--- src/logic/pseb_pkg.sv ---
// Package: offsets, field positions and reset values of the status bank
package pseb_pkg;
   localparam int NUM_IF = 3;
   localparam logic [8:0] OFF_PAGE_SELECT_CONTROL = 9'h000;
   localparam logic [8:0] OFF_PAGE_SELECT_CONTROL_P1 = 9'h080;
   localparam logic [8:0] OFF_SYS_STATUS = 9'h001;
   localparam logic [8:0] OFF_GPI_LO = 9'h002;
   localparam logic [8:0] OFF_GPI_HI = 9'h003;
   localparam logic [8:0] OFF_CUR_LIM = 9'h004;
   localparam logic [8:0] OFF_FAULT_LOG = 9'h005;
   localparam logic [8:0] OFF_EVENT_A = 9'h006;
   localparam logic [8:0] OFF_EVENT_B = 9'h007;
   localparam logic [8:0] OFF_EVENT_C = 9'h008;
   localparam logic [8:0] OFF_EVENT_D = 9'h009;
   localparam logic [8:0] OFF_MASK_A = 9'h00A;
   localparam logic [2:0] PAGE_LOW = 3'h0;
   localparam logic [2:0] PAGE_MID = 3'h1;
   localparam logic [2:0] PAGE_HIGH = 3'h2;
   localparam logic [2:0] PAGE_TEST = 3'h3;
   localparam int PCB_AUTO_RETURN = 7;
   localparam int PCB_WRITE_MODE = 6;
   localparam logic [7:0] PAGE_SELECT_CONTROL_RST = 8'h00;
   localparam logic [7:0] PAGE_SELECT_CONTROL_WMASK = 8'hC7;
   localparam logic [7:0] MASK_A_RST = 8'h00;
   localparam logic [7:0] MASK_A_WMASK = 8'h1F;
   localparam logic [7:0] EVT_A_WMASK = 8'h1F;
   localparam logic [7:0] FAULT_LOG_RST = 8'h00;
   localparam int FLT_VDD_START = 3;
   localparam int FLT_POR = 1;
   localparam logic [7:0] CUR_LIM_MASK = 8'hF8;
   localparam int VDD_START_S = 16;
   localparam longint CLK_HZ = 100000000;
   localparam longint VDD_START_CYC = VDD_START_S * CLK_HZ;
endpackage : pseb_pkg

--- src/logic/pseb_page_ctl.sv ---
// One control interface's private page control register
`timescale 1ns/1ps
module pseb_page_ctl
   import pseb_pkg::*;
(
   input wire logic sys_clk_i,
   input wire logic rst_i,
   input wire logic wr_i,
   input wire logic [7:0] wdata_i,
   input wire logic xfer_end_i,
   output logic [7:0] page_select_control_o
);
   logic [7:0] page_select_control_ff;

   always_ff @(posedge sys_clk_i) begin
      if (rst_i) begin
         page_select_control_ff <= PAGE_SELECT_CONTROL_RST;
      end else if (wr_i) begin
         page_select_control_ff <= wdata_i & PAGE_SELECT_CONTROL_WMASK;
      end else if (xfer_end_i && page_select_control_ff[PCB_AUTO_RETURN]) begin
         page_select_control_ff[2:0] <= PAGE_LOW;
      end
   end

   assign page_select_control_o = page_select_control_ff;
endmodule : pseb_page_ctl

--- src/logic/pseb_bank.sv ---
// Status, fault log and first event register bank with interrupt line
// Function
// page field selects low, mid, high window; mid and high both map to the same upper window here
// auto return resets page after transfer
// write mode bit picks page/repeat
// page control at offsets 0x00 and 0x80
// one page control per interface
// status reads are live, unlatched
// system status bit layout
// input levels, analog thresholds on 0..2
// current limit bits for five regulators
// fault log records power-down causes
// early under-voltage sets bit 3
// cold start sets bit 1
// fault bits cleared by written ones
// status changes set event bits
// irq low for unmasked events
// irq held off during power-up
// event bits cleared by written ones
// events readable in multi-byte burst
// events during clear are kept
// summary bits OR of later registers
// first event register bit layout
// irq released once all cleared
// mask register gates first events
// read-only writes ignored, reserved zero
// one edge sets event once
`timescale 1ns/1ps
module pseb_bank
   import pseb_pkg::*;
(
   input wire logic sys_clk_i,
   input wire logic rst_i,
   input wire logic [1:0] if_sel_i,
   input wire logic acc_i,
   input wire logic wr_i,
   input wire logic [7:0] addr_i,
   input wire logic [7:0] wdata_i,
   input wire logic xfer_end_i,
   input wire logic low_volt_comparator_i,
   input wire logic ramp_active_i,
   input wire logic charger_wake_pin_i,
   input wire logic power_key_pin_i,
   input wire logic [15:0] gp_input_i,
   input wire logic [2:0] analog_mode_i,
   input wire logic [2:0] analog_high_i,
   input wire logic [4:0] reg_overcurrent_i,
   input wire logic [7:0] pd_cause_i,
   input wire logic cold_start_i,
   input wire logic [4:0] evt_a_src_i,
   input wire logic [7:0] evt_b_i,
   input wire logic [7:0] evt_c_i,
   input wire logic [7:0] evt_d_i,
   input wire logic [7:0] other_unmasked_i,
   input wire logic powerup_busy_i,
   output logic [7:0] rdata_o,
   output logic rvalid_o,
   output logic [2:0] page_o,
   output logic repeat_mode_o,
   output logic irq_out_n_o,
   output logic [7:0] fault_log_o
);
   logic [7:0] page_select_control [NUM_IF];
   logic [7:0] cur_page_select_control;
   logic [8:0] full_addr;
   logic [7:0] sys_status;
   logic [7:0] gpi_lo;
   logic [7:0] gpi_hi;
   logic [7:0] cur_lim;
   logic [7:0] event_a_ff;
   logic [7:0] nxt_event_a;
   logic [7:0] event_a;
   logic [4:0] src_prev_ff;
   logic [4:0] src_edge;
   logic [4:0] held_ff;
   logic [7:0] mask_a_ff;
   logic [7:0] fault_log_ff;
   logic [7:0] nxt_fault_log;
   logic [7:0] rdata_ff;
   logic rvalid_ff;
   logic irq_n_ff;
   logic irq_armed_ff;
   logic [36:0] active_cnt_ff;
   logic early_ff;
   logic clr_event_a;
   logic clr_fault;
   logic any_pending;
   logic [7:0] rd_mux;

   genvar gi;
   generate
      for (gi = 0; gi < NUM_IF; gi++) begin : g_if
         pseb_page_ctl u_page (
            .sys_clk_i(sys_clk_i),
            .rst_i(rst_i),
            // Page control sits at 0x00 and 0x80 in both windows
            .wr_i(acc_i && wr_i && if_sel_i == 2'(gi) &&
                  (addr_i == 8'h00 || addr_i == 8'h80)),
            .wdata_i(wdata_i),
            .xfer_end_i(xfer_end_i && if_sel_i == 2'(gi)),
            .page_select_control_o(page_select_control[gi])
         );
      end
   endgenerate

   always_comb begin
      cur_page_select_control = page_select_control[0];
      if (if_sel_i == 2'h1) begin
         cur_page_select_control = page_select_control[1];
      end else if (if_sel_i == 2'h2) begin
         cur_page_select_control = page_select_control[2];
      end
   end

   // Page bits 0 and 1, ORed, become address bit 8 of the flat map
   assign full_addr = {cur_page_select_control[0] | cur_page_select_control[1], addr_i};

   // Live views, power key bit inverted, the rest same polarity as the sources
   assign sys_status = {4'h0, low_volt_comparator_i, ramp_active_i,
                        charger_wake_pin_i, ~power_key_pin_i};
   assign gpi_lo = {gp_input_i[7:3],
                    (analog_mode_i & analog_high_i) |
                    (~analog_mode_i & gp_input_i[2:0])};
   assign gpi_hi = gp_input_i[15:8];
   assign cur_lim = {reg_overcurrent_i, 3'h0} & CUR_LIM_MASK;

   assign clr_event_a = acc_i && wr_i && full_addr == OFF_EVENT_A;
   assign clr_fault = acc_i && wr_i && full_addr == OFF_FAULT_LOG;

   // Single-edge capture of event sources
   always_ff @(posedge sys_clk_i) begin
      if (rst_i) begin
         src_prev_ff <= 5'h00;
      end else begin
         src_prev_ff <= evt_a_src_i;
      end
   end
   assign src_edge = evt_a_src_i & ~src_prev_ff;

   // Edges seen during a clear are posted one cycle later
   always_ff @(posedge sys_clk_i) begin
      if (rst_i) begin
         held_ff <= 5'h00;
      end else begin
         held_ff <= clr_event_a ? src_edge : 5'h00;
      end
   end

   always_comb begin
      nxt_event_a = event_a_ff;
      if (clr_event_a) begin
         nxt_event_a = event_a_ff & ~(wdata_i & EVT_A_WMASK);
         nxt_event_a = nxt_event_a | {3'h0, held_ff};
      end else begin
         nxt_event_a = event_a_ff | {3'h0, src_edge | held_ff};
      end
   end

   always_ff @(posedge sys_clk_i) begin
      if (rst_i) begin
         event_a_ff <= 8'h00;
      end else begin
         event_a_ff <= nxt_event_a & EVT_A_WMASK;
      end
   end

   // Summary bits are derived, never stored
   assign event_a = {|(evt_b_i | evt_c_i | evt_d_i), |(evt_b_i | evt_c_i),
                     |evt_b_i, event_a_ff[4:0]};

   always_ff @(posedge sys_clk_i) begin
      if (rst_i) begin
         mask_a_ff <= MASK_A_RST;
      end else if (acc_i && wr_i && full_addr == OFF_MASK_A) begin
         mask_a_ff <= wdata_i & MASK_A_WMASK;
      end
   end

   // Sixteen seconds of active time, counted after reset
   always_ff @(posedge sys_clk_i) begin
      if (rst_i) begin
         active_cnt_ff <= 37'h0;
         early_ff <= 1'b1;
      end else if (active_cnt_ff != 37'(VDD_START_CYC)) begin
         active_cnt_ff <= active_cnt_ff + 37'h1;
      end else begin
         early_ff <= 1'b0;
      end
   end

   always_comb begin
      nxt_fault_log = fault_log_ff;
      if (clr_fault) begin
         nxt_fault_log = fault_log_ff & ~wdata_i;
      end
      nxt_fault_log = nxt_fault_log | (pd_cause_i & 8'hF5);
      if (pd_cause_i[2] && early_ff) begin
         nxt_fault_log[FLT_VDD_START] = 1'b1;
      end
      if (cold_start_i) begin
         nxt_fault_log[FLT_POR] = 1'b1;
      end
   end

   always_ff @(posedge sys_clk_i) begin
      if (rst_i) begin
         fault_log_ff <= FAULT_LOG_RST;
      end else begin
         fault_log_ff <= nxt_fault_log;
      end
   end

   assign any_pending = |(event_a_ff[4:0] & ~mask_a_ff[4:0]) ||
                        |other_unmasked_i;

   // Power-up blanks the line; re-armed only once all is clear
   always_ff @(posedge sys_clk_i) begin
      if (rst_i) begin
         irq_armed_ff <= 1'b0;
      end else if (powerup_busy_i) begin
         irq_armed_ff <= 1'b0;
      end else if (!any_pending) begin
         irq_armed_ff <= 1'b1;
      end
   end

   always_ff @(posedge sys_clk_i) begin
      if (rst_i) begin
         irq_n_ff <= 1'b1;
      end else begin
         irq_n_ff <= ~(irq_armed_ff && !powerup_busy_i &&
                       any_pending);
      end
   end

   always_comb begin
      rd_mux = 8'h00;
      unique case (full_addr)
         OFF_PAGE_SELECT_CONTROL, OFF_PAGE_SELECT_CONTROL_P1: rd_mux = cur_page_select_control;
         OFF_SYS_STATUS: rd_mux = sys_status;
         OFF_GPI_LO: rd_mux = gpi_lo;
         OFF_GPI_HI: rd_mux = gpi_hi;
         OFF_CUR_LIM: rd_mux = cur_lim;
         OFF_FAULT_LOG: rd_mux = fault_log_ff;
         OFF_EVENT_A: rd_mux = event_a;
         OFF_EVENT_B: rd_mux = evt_b_i;
         OFF_EVENT_C: rd_mux = evt_c_i;
         OFF_EVENT_D: rd_mux = evt_d_i;
         OFF_MASK_A: rd_mux = mask_a_ff;
         default: rd_mux = 8'h00;
      endcase
      // Page control answers at 0x00 and 0x80 whatever the page
      if (addr_i == 8'h00 || addr_i == 8'h80) begin
         rd_mux = cur_page_select_control;
      end
   end

   // Status read is sampled at the access cycle
   always_ff @(posedge sys_clk_i) begin
      if (rst_i) begin
         rdata_ff <= 8'h00;
         rvalid_ff <= 1'b0;
      end else begin
         rvalid_ff <= acc_i && !wr_i;
         if (acc_i && !wr_i) begin
            rdata_ff <= rd_mux;
         end
      end
   end

   always_ff @(posedge sys_clk_i) begin
      if (rst_i) begin
         page_o <= PAGE_LOW;
         repeat_mode_o <= 1'b0;
      end else begin
         page_o <= cur_page_select_control[2:0];
         repeat_mode_o <= cur_page_select_control[PCB_WRITE_MODE];
      end
   end

   always_ff @(posedge sys_clk_i) begin
      if (rst_i) begin
         fault_log_o <= FAULT_LOG_RST;
      end else begin
         fault_log_o <= fault_log_ff;
      end
   end

   assign rdata_o = rdata_ff;
   assign rvalid_o = rvalid_ff;
   assign irq_out_n_o = irq_n_ff;

   property p_clear_event;
      @(posedge sys_clk_i) disable iff (rst_i)
      clr_event_a && !(|src_edge) && !(|held_ff) |=>
         (event_a_ff & $past(wdata_i) & EVT_A_WMASK) == 8'h00;
   endproperty
   a_clear_event: assert property (p_clear_event)
      else $error("event not cleared");

   property p_irq_masked;
      @(posedge sys_clk_i) disable iff (rst_i)
      powerup_busy_i |=> irq_out_n_o;
   endproperty
   a_irq_masked: assert property (p_irq_masked)
      else $error("irq during power-up");

   property p_irq_release;
      @(posedge sys_clk_i) disable iff (rst_i)
      !any_pending |=> irq_out_n_o;
   endproperty
   a_irq_release: assert property (p_irq_release)
      else $error("irq held with no event");

   property p_edge_sets;
      @(posedge sys_clk_i) disable iff (rst_i)
      src_edge[0] && !clr_event_a |=> event_a_ff[0];
   endproperty
   a_edge_sets: assert property (p_edge_sets)
      else $error("edge lost");

   property p_held_post;
      @(posedge sys_clk_i) disable iff (rst_i)
      clr_event_a && src_edge[1] ##1 !clr_event_a |=> event_a_ff[1];
   endproperty
   a_held_post: assert property (p_held_post)
      else $error("held event lost");

   property p_por_log;
      @(posedge sys_clk_i) disable iff (rst_i)
      cold_start_i |=> fault_log_ff[1];
   endproperty
   a_por_log: assert property (p_por_log)
      else $error("cold start not logged");

   property p_summary;
      @(posedge sys_clk_i) disable iff (rst_i)
      event_a[5] == |evt_b_i;
   endproperty
   a_summary: assert property (p_summary)
      else $error("summary wrong");

   property p_auto_ret;
      @(posedge sys_clk_i) disable iff (rst_i)
      xfer_end_i && !acc_i && page_select_control[if_sel_i][7] && if_sel_i != 2'h3
      |=> page_select_control[$past(if_sel_i)][2:0] == PAGE_LOW;
   endproperty
   a_auto_ret: assert property (p_auto_ret)
      else $error("page not returned");
endmodule : pseb_bank

--- config.mk ---
export PLATFORM = sky130hd
export DESIGN_NAME = pseb_bank
export DESIGN_NICKNAME = d
export VERILOG_FILES = /design/src/logic/pseb_pkg.sv /design/src/logic/pseb_page_ctl.sv /design/src/logic/pseb_bank.sv
export SDC_FILE = /design/constraint.sdc
export NUM_CORES = 1
export LEC_CHECK = 0
export BUFFER_PORTS_ARGS = -buffer_cell sky130_fd_sc_hd__buf_2
export CAP_MARGIN = 15
export CORE_MARGIN = 4
export CORE_UTILIZATION = 50
export CTS_CLUSTER_SIZE = 24
export DETAILED_ROUTE_END_ITERATION = 6
export GPL_ROUTABILITY_DRIVEN = 0
export PLACE_DENSITY_LB_ADDON = 0.3
export SKIP_CTS_REPAIR_TIMING = 1
export SYNTH_ARGS = -nofsm -noshare
export SYNTH_HDL_FRONTEND = slang
export SYNTH_SLANG_ARGS = --single-unit
--- constraint.sdc ---
create_clock -name sys_clk_i -period 3.2 [get_ports sys_clk_i]
set_input_delay 0.16 -clock sys_clk_i [delete_from_list [all_inputs] [get_ports sys_clk_i]]
set_output_delay 0.16 -clock sys_clk_i [all_outputs]
set_load 0.02 [all_outputs]
==> key figures <==
Floorplan
  • Floorplan die area: 11660 um^2
  • Effective utilization at floorplan: 0.5114
  • Die height: 108.0 um
  • Number of placement rows: 36
  • Floorplan Core Area: 9774 um^2
  • Number of top-level pins: 123
  • Die X-Extent: 108.0 um

Critical path
  • Required time of the critical path: 3430 ps
  • Critical path's largest stage delay: 600 ps
  • Kind of critical path: register to register
  • Arrival @ worst endpoint: 2700 ps
  • CP cell instances: and3b_1 > a211o_1 > or3_1 > or3b_1 > mux2i_1 > nor2_1
  • Cell family contributing the most delay on the critical path: simple AND/OR/NAND/NOR gates
  • Slowest cell on crit path: sky130_fd_sc_hd__or3_1
  • Maximum fanout along the worst path: 10
  • Count of buffer and inverter cells on the critical path: 0
  • CP Capture Type: register
  • Critical path startpoint category: register

Power
  • Comb pwr share: 0.108
  • Cell Int Power: 1.743 mW
  • Net switching power of the design: 0.6350 mW
  • Power per Cell Area: 405.6 nW/um^2
  • Clock group share of total power: 0.327
  • Reg power frac: 0.565
  • Switching power as a share of total power: 0.2670
  • Static leakage: 2.321 nW
  • IR drop worst, VDD: 0.2645 mV

Detailed routing
  • Wire length per cell: 16.86 um
  • Number of nets with antenna violations after routing: 0
  • Final routed DRC violation total: 5
  • Post-DR vias/cell: 5.748
  • Total number of vias: 4828
  • Iteration count of the initial detailed-routing pass: 7
  • Iteration-0 DRC count of the detailed router: 282
  • Final wirelength: 14160 um

Cells and area
  • Final standard cell count with taps included and fillers excluded: 840
  • Number of inserted diodes: 0
  • Share of post-route cells with drive strength above 1: 0.2178
  • Nets: 805
  • Post-synthesis to final-layout area growth: 17.27%
  • Fillers: 860

CTS
  • Clock-pin slew of the registers on the worst-case setup and hold paths: 100 ps
  • Num CTS Buffers: 9
  • Clk sinks: 104
  • Number of levels in the clock H-tree: 3
  • CTS tree: yes
  • Maximum clock insertion buffer count: 2
  • Clock Latency Late Sink: 370 ps
  • Root Buffer Master: sky130_fd_sc_hd__clkbuf_8

Timing
  • Clock Skews: 13.13 ps
  • Period Utilization, post-route: 0.7698
  • Transition at the pin with the smallest max-transition slack: 774.7 ps
  • Relative slew margins: 0.4702
  • Final Hold Violating Endpoints: 0
  • Achievable clock frequency: 0.4059 GHz
  • Number of pins exceeding their max-slew limit in the final report: 0
  • RSZ-0062 raised after global routing: false
  • Setup violators final: 0
  • Min Tclk post-route: 2463 ps
  • Setup_tns: 0 ps

Synth
  • FF+latch count, synth: 104
  • Synthesized area: 4999 um^2
  • YS warnings: 0
  • Synth Instances: 592
  • Synth Area per Inst: 8.443 um^2
  • EDFF count, synth: 0
  • Syn_nets: 695
  • Share of flip-flops with an asynchronous set or reset: 0
  • Seq/Total Area, Yosys: 0.4165
  • Primary FF master, synth: sky130_fd_sc_hd__dfxtp_1
  • Cell variety after synth: 61

Global routing
  • Number of antenna violations at the first check in global routing: 0
  • Maximum number of pins on one net before global-route repair: 64
  • Global route overflow: 0
  • First-pass GRT wire length: 22580 um
  • Total track usage: 0.2447
  • Number of global-route vias before repair: 4634

Run status
  • Outcome: complete, but fails checks
  • Violations in the final reports: design-rule violations

Placed design
  • Post-detail-place hpwl: 11030 um
  • Number of buffers added on ports: 120
  • Inst Count DP: 823

Min path
  • Worst min path class: primary input to register

Flow run
  • Max Cap Viol: 0
power by group through the flow:
stage	combinational, mW	sequential (mW)	clock, mW
after floorplan	0.121	1.38	0
after global placement	0.248	1.37	0
after detailed placement	0.252	1.37	0
after CTS	0.254	1.34	0.794
after global routing	0.280	1.35	0.850
final	0.257	1.34	0.778
through the flow:
stage	instance area [um^2]	worst slack [ps]	power [mW]	utilization	hold slack, ps
after floorplan	4999	1005	1.501	-	239.3
after global placement	5663	753.0	1.620	0.5794	348.4
after detailed placement	5663	668.7	1.625	0.5794	352.6
after CTS	5852	742.4	2.391	0.5987	-43.66
after global routing	5862	604.4	2.477	0.5997	3.570
final	5862	736.5	2.378	0.5997	1.630
cell usage after synthesis (3+ instances only):
master / number / area, um^2
sky130_fd_sc_hd__a211o_1: 3 / 26.28
sky130_fd_sc_hd__a211oi_1: 4 / 30.03
sky130_fd_sc_hd__a21oi_1: 38 / 190.2
sky130_fd_sc_hd__a221oi_1: 6 / 52.55
sky130_fd_sc_hd__a22o_1: 3 / 26.28
sky130_fd_sc_hd__a22oi_1: 7 / 52.55
sky130_fd_sc_hd__a31o_2: 3 / 26.28
sky130_fd_sc_hd__a31oi_1: 5 / 31.28
sky130_fd_sc_hd__a32oi_1: 6 / 52.55
sky130_fd_sc_hd__and3_1: 9 / 56.30
sky130_fd_sc_hd__and3b_1: 4 / 35.03
sky130_fd_sc_hd__and4_1: 3 / 26.28
sky130_fd_sc_hd__buf_1: 4 / 15.01
sky130_fd_sc_hd__buf_6: 5 / 56.30
sky130_fd_sc_hd__clkbuf_1: 17 / 63.81
sky130_fd_sc_hd__dfxtp_1: 104 / 2082
sky130_fd_sc_hd__inv_1: 14 / 52.55
sky130_fd_sc_hd__mux2i_1: 20 / 200.2
sky130_fd_sc_hd__nand2_1: 51 / 191.4
sky130_fd_sc_hd__nand2b_1: 8 / 50.05
sky130_fd_sc_hd__nand3_1: 29 / 145.1
sky130_fd_sc_hd__nand4_1: 7 / 43.79
sky130_fd_sc_hd__nand4b_1: 3 / 26.28
sky130_fd_sc_hd__nor2_1: 78 / 292.8
sky130_fd_sc_hd__nor2b_1: 19 / 118.9
sky130_fd_sc_hd__nor3_1: 19 / 95.09
sky130_fd_sc_hd__nor3b_1: 6 / 45.04
sky130_fd_sc_hd__nor4_1: 11 / 68.82
sky130_fd_sc_hd__o21ai_0: 15 / 75.07
sky130_fd_sc_hd__o21ai_1: 4 / 20.02
sky130_fd_sc_hd__o22ai_1: 4 / 25.02
sky130_fd_sc_hd__o31ai_1: 4 / 30.03
sky130_fd_sc_hd__or2_2: 3 / 18.77
sky130_fd_sc_hd__or3_1: 11 / 68.82
sky130_fd_sc_hd__or4_1: 3 / 22.52
sky130_fd_sc_hd__xnor2_1: 11 / 96.34
sky130_fd_sc_hd__xor2_1: 23 / 201.4
worst paths after layout:
path / startpoint / to / slack (ps) / cells past startpoint
setup / recovery: g_if[2].u_page.page_select_control_o[0] / mask_a_ff[4] / 740 / 6
setup reg to reg: g_if[2].u_page.page_select_control_o[0] / mask_a_ff[4] / 740 / 6
hold / removal: cold_start_i / fault_log_ff[1] / 2 / 3
hold reg to reg: irq_armed_ff / irq_out_n_o / 410 / 1
cell usage in the layout (no fill, tap or decap), types with 7 or more instances in the layout:
cell type,instances
sky130_fd_sc_hd__and3_1,9
sky130_fd_sc_hd__clkbuf_8,10
sky130_fd_sc_hd__nor2_1,78
sky130_fd_sc_hd__buf_2,120
sky130_fd_sc_hd__xor2_1,23
sky130_fd_sc_hd__nand2_1,51
sky130_fd_sc_hd__nand4_1,7
sky130_fd_sc_hd__inv_1,14
sky130_fd_sc_hd__nand3_1,29
sky130_fd_sc_hd__nor3_1,19
sky130_fd_sc_hd__a21oi_1,38
sky130_fd_sc_hd__nand2b_1,8
sky130_fd_sc_hd__o21ai_0,15
sky130_fd_sc_hd__xnor2_1,11
sky130_fd_sc_hd__a22oi_1,7
sky130_fd_sc_hd__or3_1,11
sky130_fd_sc_hd__nor2b_1,19
sky130_fd_sc_hd__nor4_1,11
sky130_fd_sc_hd__dfxtp_1,104
sky130_fd_sc_hd__mux2i_1,20
registers in the layout (all words and copies together) (netlist names):
register,cells
irq_armed_ff,1
repeat_mode_o,1
fault_log_ff,8
rdata_o,8
early_ff,1
fault_log_o,8
held_ff,5
src_prev_ff,5
mask_a_ff,5
g_if.u_page.page_select_control_o,15
irq_out_n_o,1
page_o,3
active_cnt_ff,37
event_a_ff,5
rvalid_o,1
area by class of cell:
cell class,instances,area [um^2],area share
clock buffer,10,137.6,0.02348
clock inverter,6,51.30,0.008751
inverter,14,52.55,0.008965
multi-input combinational,447,2724,0.4647
sequential,104,2082,0.3552
tap,133,166.4,0.02839
timing repair buffer,126,648.1,0.1106
worst reg2reg max path: stages, from the launching register on:
cell                      delay, ps
sky130_fd_sc_hd__dfxtp_1        320
sky130_fd_sc_hd__and3b_1        190
sky130_fd_sc_hd__a211o_1        420
sky130_fd_sc_hd__or3_1          600
sky130_fd_sc_hd__or3b_1         550
sky130_fd_sc_hd__mux2i_1        200
sky130_fd_sc_hd__nor2_1          50
logic make-up after synthesis:
| logic type | count (synthesis) | synth area share |
|---|---|---|
| adders and majority gates | 2 | 0.005005 |
| buffers and inverters | 41 | 0.03855 |
| and+or+nand+nor | 278 | 0.2929 |
| muxes | 21 | 0.04230 |
| AOI/OAI and AO/OA | 112 | 0.1452 |
| xor gates and xnor gates | 34 | 0.05957 |
| DFF | 104 | 0.4165 |
metal layers:
metal | GRT usage | vias to the layer above | part of all wire
li1 | - | 2332 | -
met1 | 0.3113 | 2240 | 0.42
met2 | 0.3992 | 218 | 0.46
met3 | 0.05194 | 38 | 0.085
met4 | 0.1109 | 0 | 0.038
met5 | 0 | - | 0
Note: power is estimated with default switching activity, not from simulation.
